<file path="src/hdl/qawd_pkg.sv">
// Shared constants, types and answer table of the question-and-answer watchdog sequencer.
package qawd_pkg;
  // System clock period and the window time step.
  localparam int unsigned QAWD_CLK_NS = 8;
  localparam int unsigned QAWD_STEP_NS = 550000;
  localparam int unsigned QAWD_STEP_CYC = QAWD_STEP_NS / QAWD_CLK_NS;
  localparam int unsigned QAWD_STEP_W = 17;

  // Reset values.
  localparam logic [3:0] QAWD_TALLY_RST = 4'h5;
  localparam logic [3:0] QAWD_QUESTION_RST = 4'h0;
  localparam logic [7:0] QAWD_WIN1_RST = 8'h0F;
  localparam logic [4:0] QAWD_WIN2_RST = 5'h07;

  // Answer index loads and tally limits.
  localparam logic [1:0] QAWD_CNT_MULTI = 2'h3;
  localparam logic [1:0] QAWD_CNT_SINGLE = 2'h1;
  localparam logic [1:0] QAWD_CNT_LAST = 2'h0;
  localparam logic [3:0] QAWD_TALLY_MAX = 4'hF;
  localparam logic [3:0] QAWD_TALLY_MIN = 4'h0;

  // Serial frame layout: write flag, 7-bit address, 8-bit data.
  localparam logic [4:0] QAWD_FRAME_BITS = 5'h10;
  localparam logic [4:0] QAWD_HDR_BITS = 5'h08;
  localparam int unsigned QAWD_WR_BIT = 7;
  localparam logic [6:0] QAWD_ADDR_QUESTION = 7'h01;
  localparam logic [6:0] QAWD_ADDR_ANSWER = 7'h02;

  // Window phase of a run.
  typedef enum logic [0:0] {
    QAWD_PH_FIRST = 1'b0,
    QAWD_PH_SECOND = 1'b1
  } qawd_phase_e;

  // Expected bytes per question; byte lane n belongs to answer index n.
  localparam logic [31:0] QAWD_ANS_TBL [16] = '{
    32'hFF0FF000, 32'hB040BF4F, 32'hE919E616, 32'hA656A959,
    32'h75857A8A, 32'h3ACA35C5, 32'h63936C9C, 32'h2CDC23D3,
    32'hD222DD2D, 32'h9D6D9262, 32'hC434CB3B, 32'h8B7B8474,
    32'h58A857A7, 32'h17E718E8, 32'h4EBE41B1, 32'h01F10EFE
  };
endpackage

</file>
<file path="src/hdl/qawd_top.sv">
// Question-and-answer watchdog sequencer: windows, answer checking and failure tally.
// Operation
// RULE1 - The question is a four-bit value.
// RULE2 - Question read counts only for a fault-free serial read frame.
// RULE3 - Multi-answer mode takes four answer bytes forming one 32-bit answer.
// RULE4 - Host sends three bytes in window one, the last in window two.
// RULE5 - Answer index loads 3 at window one entry, decrements per byte.
// RULE6 - Single-answer mode takes one byte in open window, index stays 1.
// RULE7 - New run on time-out, configuration change, or final answer byte.
// RULE8 - Multi run is window one then two; configurable only in diagnostic state.
// RULE9 - Window one lasts (first length + 1) times 0.55 ms.
// RULE10 - Window two lasts (second length + 1) times 0.55 ms.
// RULE11 - Single run is closed then open window; configurable only in diagnostic.
// RULE12 - Closed window lasts (first length field + 1) times 0.55 ms.
// RULE13 - Open window lasts (second length field + 1) times 0.55 ms.
// RULE14 - The 0.55 ms step is counted from the system clock.
// RULE15 - After the lock command, window configuration writes are blocked.
// RULE16 - Multi mode: next question within one clock after final byte; the code renews it only if all four bytes were correct and in window.
// RULE17 - Single mode: next question within one clock after correct byte.
// RULE18 - Interleaved other frames and question reads do not disturb checking.
// RULE19 - Host writes nothing in closed window, one correct byte in open.
// RULE20 - Question chain state zero is forced to one next.
// RULE21 - Current question is latched and readable at any time.
// RULE22 - Expected byte picked by question and answer index, index 3 first.
// RULE23 - Tally down on correct, up on wrong, time-out or configuration change.
// RULE24 - Tally saturates at 0xF and at 0x0.
// RULE25 - Windows elapsing without complete answer set the time-out flag.
// RULE26 - Expected answers come from a lookup table by question and index.
// RULE27 - Each byte is compared with the table; result drives tally and flags.
`timescale 1ns/1ps
`default_nettype none
module qawd_top
  import qawd_pkg::*;
#(
  parameter int unsigned STEP_CYCLES = QAWD_STEP_CYC
) (
  input wire logic CLK_SYS,
  input wire logic RESETN,
  input wire logic SPI_SCLK,
  input wire logic SPI_CS_N,
  input wire logic SPI_MOSI,
  output logic SPI_MISO,
  output logic SPI_MISO_OE,
  input wire logic DIAG_STATE,
  input wire logic CFG_WR,
  input wire logic CFG_MODE_SINGLE,
  input wire logic [7:0] CFG_FIRST_LEN,
  input wire logic [4:0] CFG_SECOND_LEN,
  input wire logic SOFTWARE_WRITE_LOCK_CMD_CMD,
  input wire logic STATUS_CLR,
  output logic [3:0] QUESTION,
  output logic [1:0] ANSWER_INDEX,
  output logic [3:0] FAIL_TALLY,
  output logic FLAG_ANSW_ERR,
  output logic FLAG_ANSW_EARLY,
  output logic FLAG_SEQ_ERR,
  output logic FLAG_TIME_OUT,
  output logic IN_SECOND_WINDOW,
  output logic MODE_SINGLE,
  output logic CFG_LOCKED,
  output logic [7:0] FIRST_LEN,
  output logic [4:0] SECOND_LEN,
  output logic RUN_START,
  output logic QREAD_EVT,
  output logic SPI_FAULT
);
  typedef struct packed {
    qawd_phase_e phase_r;
    logic [QAWD_STEP_W-1:0] step_r;
    logic [7:0] wsteps_r;
    logic [1:0] cnt_r;
    logic bad_r;
    logic single_r;
    logic lock_r;
    logic [7:0] first_r;
    logic [4:0] second_r;
    logic [3:0] tally_r;
    logic f_err_r;
    logic f_early_r;
    logic f_seq_r;
    logic f_to_r;
    logic start_r;
  } qawd_top_s;

  localparam logic [QAWD_STEP_W-1:0] STEP_LAST = QAWD_STEP_W'(STEP_CYCLES - 1);

  logic rst_m;
  logic rst_n;
  qawd_top_s s_r;
  qawd_top_s s_nxt;
  logic ans_evt;
  logic [7:0] ans_byte;
  logic [7:0] expected;
  logic [3:0] question;
  logic tick;
  logic win_end;
  logic cfg_ok;
  logic cfg_chg;
  logic good;
  logic restart;
  logic inc;
  logic dec;
  logic advance;
  logic set_err;
  logic set_early;
  logic set_seq;
  logic set_to;

  // Reset release passes two flops; assertion stays asynchronous.
  always_ff @(posedge CLK_SYS or negedge RESETN) begin
    if (!RESETN) begin
      rst_m <= 1'b0;
      rst_n <= 1'b0;
    end else begin
      rst_m <= 1'b1;
      rst_n <= rst_m;
    end
  end

  // Serial frames; other frames between answer bytes just produce no answer event.
  qawd_spi_rx u_spi (
    .clk(CLK_SYS),
    .rst_n(rst_n),
    .sclk(SPI_SCLK),
    .cs_n(SPI_CS_N),
    .mosi(SPI_MOSI),
    .question(question),
    .miso(SPI_MISO),
    .miso_oe(SPI_MISO_OE),
    .qread_evt(QREAD_EVT),
    .ans_evt(ans_evt),
    .ans_byte(ans_byte),
    .fault_evt(SPI_FAULT)
  );

  // Question chain and expected-byte table.
  qawd_qgen u_qgen (
    .clk(CLK_SYS),
    .rst_n(rst_n),
    .advance(advance),
    .ans_index(s_r.cnt_r),
    .question(question),
    .expected(expected)
  );

  // Sequencer: configuration first, then answer bytes, then window time-out.
  always_comb begin
    s_nxt = s_r;
    s_nxt.start_r = 1'b0;
    restart = 1'b0;
    inc = 1'b0;
    dec = 1'b0;
    advance = 1'b0;
    set_err = 1'b0;
    set_early = 1'b0;
    set_seq = 1'b0;
    set_to = 1'b0;
    tick = (s_r.step_r == STEP_LAST); // RULE14
    s_nxt.step_r = tick ? '0 : s_r.step_r + 1'b1;
    win_end = tick && (s_r.phase_r == QAWD_PH_FIRST ? s_r.wsteps_r == s_r.first_r // RULE9 RULE12
                                                    : s_r.wsteps_r == {3'h0, s_r.second_r}); // RULE10 RULE13
    if (tick) begin
      s_nxt.wsteps_r = s_r.wsteps_r + 8'h01;
    end
    cfg_ok = CFG_WR & DIAG_STATE & ~s_r.lock_r; // RULE8 RULE11 RULE15
    cfg_chg = cfg_ok && (CFG_MODE_SINGLE != s_r.single_r || CFG_FIRST_LEN != s_r.first_r
                         || CFG_SECOND_LEN != s_r.second_r);
    good = (ans_byte == expected); // RULE27
    if (SOFTWARE_WRITE_LOCK_CMD_CMD) begin
      s_nxt.lock_r = 1'b1; // RULE15
    end
    if (cfg_chg) begin
      s_nxt.single_r = CFG_MODE_SINGLE;
      s_nxt.first_r = CFG_FIRST_LEN;
      s_nxt.second_r = CFG_SECOND_LEN;
      restart = 1'b1; // RULE7
      inc = 1'b1; // RULE23
    end else if (ans_evt && s_r.single_r) begin
      if (s_r.phase_r == QAWD_PH_FIRST) begin
        s_nxt.bad_r = 1'b1; // RULE19
        set_early = 1'b1;
      end else begin
        restart = 1'b1; // RULE7
        set_err = ~good;
        if (good && !s_r.bad_r) begin
          dec = 1'b1;
          advance = 1'b1; // RULE17
        end else begin
          inc = 1'b1;
        end
      end
    end else if (ans_evt) begin
      // Three bytes belong to window one and the last to window two.
      s_nxt.cnt_r = s_r.cnt_r - 2'h1; // RULE3 RULE5
      if (!good) begin
        s_nxt.bad_r = 1'b1;
        set_err = 1'b1;
      end
      if (s_r.phase_r == QAWD_PH_FIRST && s_r.cnt_r == QAWD_CNT_LAST) begin
        s_nxt.bad_r = 1'b1; // RULE4
        set_early = 1'b1;
      end
      if (s_r.phase_r == QAWD_PH_SECOND && s_r.cnt_r != QAWD_CNT_LAST) begin
        s_nxt.bad_r = 1'b1; // RULE4 RULE18
        set_seq = 1'b1;
      end
      if (s_r.cnt_r == QAWD_CNT_LAST) begin
        restart = 1'b1; // RULE7
        if (good && !s_r.bad_r && s_r.phase_r == QAWD_PH_SECOND) begin
          dec = 1'b1;
          advance = 1'b1; // RULE16
        end else begin
          inc = 1'b1;
        end
      end
    end // A window end still counts beside a non-final byte.
    if (win_end && !restart && s_r.phase_r == QAWD_PH_FIRST) begin
      s_nxt.phase_r = QAWD_PH_SECOND;
      s_nxt.wsteps_r = 8'h00;
    end else if (win_end && !restart) begin
      restart = 1'b1; // RULE7
      inc = 1'b1; // RULE23
      set_to = 1'b1; // RULE25
      set_seq = ~s_r.single_r;
    end
    if (restart) begin
      s_nxt.phase_r = QAWD_PH_FIRST;
      s_nxt.step_r = '0;
      s_nxt.wsteps_r = 8'h00;
      s_nxt.bad_r = 1'b0;
      s_nxt.cnt_r = s_nxt.single_r ? QAWD_CNT_SINGLE : QAWD_CNT_MULTI; // RULE5 RULE6
      s_nxt.start_r = 1'b1;
    end
    if (inc && s_r.tally_r != QAWD_TALLY_MAX) begin
      s_nxt.tally_r = s_r.tally_r + 4'h1; // RULE23 RULE24
    end else if (dec && s_r.tally_r != QAWD_TALLY_MIN) begin
      s_nxt.tally_r = s_r.tally_r - 4'h1; // RULE23 RULE24
    end
    // Sticky flags: a set in the clearing cycle wins.
    s_nxt.f_err_r = set_err | (s_r.f_err_r & ~STATUS_CLR);
    s_nxt.f_early_r = set_early | (s_r.f_early_r & ~STATUS_CLR);
    s_nxt.f_seq_r = set_seq | (s_r.f_seq_r & ~STATUS_CLR);
    s_nxt.f_to_r = set_to | (s_r.f_to_r & ~STATUS_CLR); // RULE25
  end

  // State register.
  always_ff @(posedge CLK_SYS or negedge rst_n) begin
    if (!rst_n) begin
      s_r <= '{phase_r: QAWD_PH_FIRST, step_r: '0, wsteps_r: 8'h00, cnt_r: QAWD_CNT_MULTI,
               bad_r: 1'b0, single_r: 1'b0, lock_r: 1'b0, first_r: QAWD_WIN1_RST,
               second_r: QAWD_WIN2_RST, tally_r: QAWD_TALLY_RST, f_err_r: 1'b0,
               f_early_r: 1'b0, f_seq_r: 1'b0, f_to_r: 1'b0, start_r: 1'b0};
    end else begin
      s_r <= s_nxt;
    end
  end

  // Outputs straight from state.
  assign QUESTION = question; // RULE21
  assign ANSWER_INDEX = s_r.cnt_r;
  assign FAIL_TALLY = s_r.tally_r;
  assign FLAG_ANSW_ERR = s_r.f_err_r;
  assign FLAG_ANSW_EARLY = s_r.f_early_r;
  assign FLAG_SEQ_ERR = s_r.f_seq_r;
  assign FLAG_TIME_OUT = s_r.f_to_r;
  assign IN_SECOND_WINDOW = (s_r.phase_r == QAWD_PH_SECOND);
  assign MODE_SINGLE = s_r.single_r;
  assign CFG_LOCKED = s_r.lock_r;
  assign FIRST_LEN = s_r.first_r;
  assign SECOND_LEN = s_r.second_r;
  assign RUN_START = s_r.start_r;
endmodule
`default_nettype wire

</file>
<file path="src/hdl/qawd_qgen.sv">
// Question generator and expected-answer lookup.
`timescale 1ns/1ps
`default_nettype none
module qawd_qgen
  import qawd_pkg::*;
(
  input wire logic clk,
  input wire logic rst_n,
  input wire logic advance,
  input wire logic [1:0] ans_index,
  output logic [3:0] question,
  output logic [7:0] expected
);
  typedef struct packed {
    logic [3:0] question_r;
  } qawd_qgen_s;

  qawd_qgen_s s_r;
  qawd_qgen_s s_nxt;

  // Four-bit chain steps on each advance; the all-zero state is forced to one.
  always_comb begin
    s_nxt = s_r;
    if (advance) begin
      if (s_r.question_r == 4'h0) begin
        s_nxt.question_r = 4'h1; // RULE20
      end else begin
        s_nxt.question_r = {s_r.question_r[2:0], s_r.question_r[3] ^ s_r.question_r[2]};
      end
    end
  end

  // The current question stays latched until the next advance.
  always_ff @(posedge clk or negedge rst_n) begin
    if (!rst_n) begin
      s_r <= '{question_r: QAWD_QUESTION_RST};
    end else begin
      s_r <= s_nxt; // RULE21
    end
  end

  assign question = s_r.question_r; // RULE1
  assign expected = QAWD_ANS_TBL[s_r.question_r][{ans_index, 3'b000} +: 8]; // RULE22 RULE26
endmodule
`default_nettype wire

</file>
<file path="src/hdl/qawd_spi_rx.sv">
// Serial host port: frames answer writes and question reads, detects frame faults.
`timescale 1ns/1ps
`default_nettype none
module qawd_spi_rx
  import qawd_pkg::*;
(
  input wire logic clk,
  input wire logic rst_n,
  input wire logic sclk,
  input wire logic cs_n,
  input wire logic mosi,
  input wire logic [3:0] question,
  output logic miso,
  output logic miso_oe,
  output logic qread_evt,
  output logic ans_evt,
  output logic [7:0] ans_byte,
  output logic fault_evt
);
  typedef struct packed {
    logic sclk_m;
    logic sclk_s;
    logic sclk_d;
    logic cs_m;
    logic cs_s;
    logic cs_d;
    logic mosi_m;
    logic mosi_s;
    logic [15:0] shift_r;
    logic [4:0] bits_r;
    logic [7:0] tx_r;
    logic miso_r;
    logic qrd_r;
    logic ans_r;
    logic [7:0] byte_r;
    logic fault_r;
  } qawd_spi_s;

  qawd_spi_s s_r;
  qawd_spi_s s_nxt;
  logic rise;
  logic fall;
  logic [15:0] sh;

  // Pins pass two flops; edges are found on the second stage only.
  always_comb begin
    s_nxt = s_r;
    s_nxt.sclk_m = sclk;
    s_nxt.sclk_s = s_r.sclk_m;
    s_nxt.sclk_d = s_r.sclk_s;
    s_nxt.cs_m = cs_n;
    s_nxt.cs_s = s_r.cs_m;
    s_nxt.cs_d = s_r.cs_s;
    s_nxt.mosi_m = mosi;
    s_nxt.mosi_s = s_r.mosi_m;
    s_nxt.qrd_r = 1'b0;
    s_nxt.ans_r = 1'b0;
    s_nxt.fault_r = 1'b0;
    rise = s_r.sclk_s & ~s_r.sclk_d & ~s_r.cs_s;
    fall = ~s_r.sclk_s & s_r.sclk_d & ~s_r.cs_s;
    sh = {s_r.shift_r[14:0], s_r.mosi_s};
    if (~s_r.cs_s & s_r.cs_d) begin
      s_nxt.bits_r = 5'h00;
      s_nxt.tx_r = 8'h00;
      s_nxt.miso_r = 1'b0;
    end else if (rise) begin
      s_nxt.shift_r = sh;
      if (s_r.bits_r != 5'h1F) begin
        s_nxt.bits_r = s_r.bits_r + 5'h01;
      end
      if (s_r.bits_r == QAWD_HDR_BITS - 5'h01 && !sh[QAWD_WR_BIT]
          && sh[6:0] == QAWD_ADDR_QUESTION) begin
        s_nxt.tx_r = {4'h0, question};
      end
    end else if (fall && s_r.bits_r >= QAWD_HDR_BITS) begin
      s_nxt.miso_r = s_r.tx_r[7];
      s_nxt.tx_r = {s_r.tx_r[6:0], 1'b0};
    end
    // Frame close: only a whole frame yields an event, anything else is a fault.
    if (s_r.cs_s & ~s_r.cs_d) begin
      s_nxt.miso_r = 1'b0;
      if (s_r.bits_r == QAWD_FRAME_BITS) begin
        if (s_r.shift_r[15] && s_r.shift_r[14:8] == QAWD_ADDR_ANSWER) begin
          s_nxt.ans_r = 1'b1;
          s_nxt.byte_r = s_r.shift_r[7:0];
        end
        if (!s_r.shift_r[15] && s_r.shift_r[14:8] == QAWD_ADDR_QUESTION) begin
          s_nxt.qrd_r = 1'b1; // RULE2
        end
      end else begin
        s_nxt.fault_r = 1'b1; // RULE2
      end
    end
  end

  // State register.
  always_ff @(posedge clk or negedge rst_n) begin
    if (!rst_n) begin
      s_r <= '{sclk_m: 1'b0, sclk_s: 1'b0, sclk_d: 1'b0, cs_m: 1'b1, cs_s: 1'b1, cs_d: 1'b1,
               mosi_m: 1'b0, mosi_s: 1'b0, shift_r: 16'h0000, bits_r: 5'h00, tx_r: 8'h00,
               miso_r: 1'b0, qrd_r: 1'b0, ans_r: 1'b0, byte_r: 8'h00, fault_r: 1'b0};
    end else begin
      s_r <= s_nxt;
    end
  end

  assign miso = s_r.miso_r;
  assign miso_oe = ~s_r.cs_s;
  assign qread_evt = s_r.qrd_r;
  assign ans_evt = s_r.ans_r;
  assign ans_byte = s_r.byte_r;
  assign fault_evt = s_r.fault_r;
endmodule
`default_nettype wire

</file>
<file path="config.mk">
export PLATFORM = sky130hd
export DESIGN_NAME = qawd_top
export DESIGN_NICKNAME = d
export VERILOG_FILES = /design/src/hdl/qawd_pkg.sv /design/src/hdl/qawd_top.sv /design/src/hdl/qawd_qgen.sv /design/src/hdl/qawd_spi_rx.sv
export SDC_FILE = /design/constraint.sdc
export NUM_CORES = 1
export LEC_CHECK = 0
export ABC_CLOCK_PERIOD_IN_PS = 5440
export BUFFER_PORTS_ARGS = -buffer_cell sky130_fd_sc_hd__buf_4
export CORE_ASPECT_RATIO = 0.8
export CORE_UTILIZATION = 45
export CTS_CLUSTER_DIAMETER = 50
export CTS_CLUSTER_SIZE = 12
export DETAILED_ROUTE_END_ITERATION = 8
export RECOVER_POWER = 100
export SYNTH_ARGS = -nofsm -noshare
export SYNTH_HDL_FRONTEND = slang
export SYNTH_SLANG_ARGS = --single-unit
</file>
<file path="constraint.sdc">
create_clock -name CLK_SYS -period 5.44 [get_ports CLK_SYS]
set_input_delay 0.816 -clock CLK_SYS [delete_from_list [all_inputs] [get_ports CLK_SYS]]
set_output_delay 0.816 -clock CLK_SYS [all_outputs]
set_load 0.01 [all_outputs]
</file>
==> flow_summary.toml <==
[status]
run_status = "finished with violations"
violations = "max-capacitance violations, max-slew violations"

[floorplanning]
die_y_um = 101
io_pins = 58
rows = 35
design.core.area_um2 = 11700
initial_utilization_pct = 46.7
fp.dieW_um = 125
dieArea_um2 = 12600

[final_layout]
mostFrequentLayoutCells = "dfrtp_1, nand2_1, nor2_1, xnor2_1, clkbuf_1"
final_nets = 601
diodes = 0
syn2layout_area_growth_pct = 11.8
drive_gt1_share_pct = 14.3
final_common_cell = "dfrtp_1"

[sta]
hold_viol_final = 0
slew_violations = 52
slew_headroom_pct = -29.8
skew_ns = 0.00702
timing.final.crit_share_pct = 60.4
fin_tns_setup_ns = 0
setup_viol = 0
tightestPinTransition_ns = 1.95
rsz0062_at_grt = "false"
fmax_mhz = 304
min_period_ns = 3.28

[detailed_routing]
drt_wl_total_mm = 10.3
post_drt_wl_per_cell_um = 14.5
ant_nets = 0
drc = 0
drtIter0Drc = 145
vias_per_cell = 5.21
dr.pass1.iters = 6
vias = 3718

[logic_synthesis]
syn_area_um2 = 5470
synth_edf_count = 0
syn_area_per_cell_um2 = 10.4
ys.warnings.count = 0
synth-main-ff-cell = "dfrtp_1"
synth_cell_types = 59
synthCells = 524
async_flop_share_pct = 100
syn_nets = 564
yosysSeqAreaShare_pct = 49.8
synth_seq_cells = 108

[critical_path]
cp-start-kind = "primary input"
cp.arrival_ns = 3.50
ff2ff_setup_slack_ns = 2.17
critPathRequiredTime_ns = 5.66
crit_type = "in -> reg"
critical_path.max_fanout = 23
end_kind = "register"

[power]
p_leak_nw = 2.79
vdd_drop_max_v = 0.000180
p_per_area_nw_per_um2 = 315
total_power_mw = 1.92

[clock_tree]
clock_sinks = 108
cts_root_buf = "clkbuf_16"
htree_levels = 3
cts_resized = 0
cts_hold_buffers = 0
clock_latency_ns = 0.34
clock_path_buffers = 2
cts_tree = "yes"
cts_setup_buffers = 0
path_clk_slew_ns = 0.07
cts-buffers-inserted = 9

[place]
port_buffers = 57
dp_hpwl_mm = 7.50
place.gp.congestion = 0.792

[global_route]
grt_pass1_wl_mm = 17.8
grt_pass1_vias = 3656
antenna_found_initial = 0
grt_max_degree = 57
grt.total_usage_pct = 17.9
grt_overflow = 0

[run]
max_cap_violations = 1

[hold_path]
min_path_type = "in -> async"
==> cell type report <==
class	instances	area, um^2
clock inverter	6	95.1
multi-input combinational	355	2420
clock buffer	10	239
tap	148	185
fill	1066	5580
inverter	25	93.8
sequential	108	2720
timing repair buffer	62	354
==> cell families after synthesis <==
group           after synthesis  synth area share (%)
simple gates                189                  16.9
mux                          41                  8.36
compound gates               53                  6.50
other cells                   1                0.0686
fa+ha+maj                    17                  4.03
xor+xnor                     54                  8.65
flops                       108                  49.8
buf+inv                      61                  5.75
==> where the power goes <==
part | internal, mW | switching [mW]
Sequential | 0.882 | 0.0933
Clock | 0.421 | 0.292
Combinational | 0.123 | 0.110
==> cell usage after synthesis, types with 2 or more instances <==
cell type	count	area, um^2
inv_1	24	90.1
xnor2_1	33	289
mux2_2	27	304
dfstp_2	14	368
nor3b_1	4	30.0
a32o_1	2	20.0
a21oi_1	6	30.0
nor2b_1	4	25.0
nor4b_1	4	35.0
dfrtp_1	94	2350
nand3_1	11	55.1
nand2_1	70	263
and2_1	4	25.0
buf_2	5	25.0
o21ai_0	19	95.1
clkbuf_1	10	37.5
and3_1	5	31.3
mux2i_1	13	130
or3_1	6	37.5
nor3_1	5	25.0
o22ai_1	2	12.5
nand3b_1	2	15.0
nand2b_1	4	25.0
o21a_1	2	15.0
buf_4	19	143
a31oi_1	2	12.5
nand4_1	11	68.8
o211ai_1	2	15.0
xor2_1	21	184
nor4_1	5	31.3
o31ai_1	4	30.0
and4_1	3	26.3
ha_1	16	200
nand4b_1	3	26.3
nor2_1	44	165
==> registers in the layout (all words and copies together) (netlist names), 2 cells and up <==
register and flops:
u_spi.s_nxt 5, ANSWER_INDEX 2, FAIL_TALLY 4, u_spi.ans_byte 8, FIRST_LEN 8, SECOND_LEN 5
u_spi.s_r 32, s_r 26, u_qgen.question 4
==> per-layer routing <==
layer,track usage [%],routed length (um)
met2,27.5,4540
met5,0,0
met3,4.35,353
met4,5.25,102
met1,25.4,5350
==> critical path: stages <==
cell      delay [ns]
buf_4           0.12
xnor2_1         0.15
nand4_1         0.17
nor4_1          0.46
nor2_1          0.13
clkbuf_1        0.46
or4_1           0.71
mux4_2          0.49
==> metrics by stage <==
step / std cells / instance area, um^2 / hold WS [ns] / setup slack (ns) / utilization, %
6_report: 714 / 6110 / 0.246 / 2.16 / 52.2
3_5_place_dp: 698 / 5900 / 0.336 / 2.16 / 50.5
5_1_grt: 714 / 6110 / 0.243 / 1.67 / 52.2
3_3_place_gp: 698 / 5900 / 0.333 / 2.23 / 50.5
2_1_floorplan: 524 / 5470 / 0.331 / 2.23 / -
4_1_cts: 714 / 6230 / 0.229 / 2.18 / 53.3
==> path summary, 6_finish.rpt <==
check	start	to	cells past startpoint
worst max register to register	IN_SECOND_WINDOW	FAIL_TALLY[3]	10
max in group asynchronous	rst_n	u_qgen.question[3]	1
worst min-delay path	RESETN	rst_m	1
min in group CLK_SYS	u_spi.s_nxt[47]	u_spi.s_nxt[46]	0
worst min register to register	u_spi.s_nxt[47]	u_spi.s_nxt[46]	0
worst max-delay path	CFG_SECOND_LEN[4]	FAIL_TALLY[3]	8
Power figures use the tool's default switching activity.
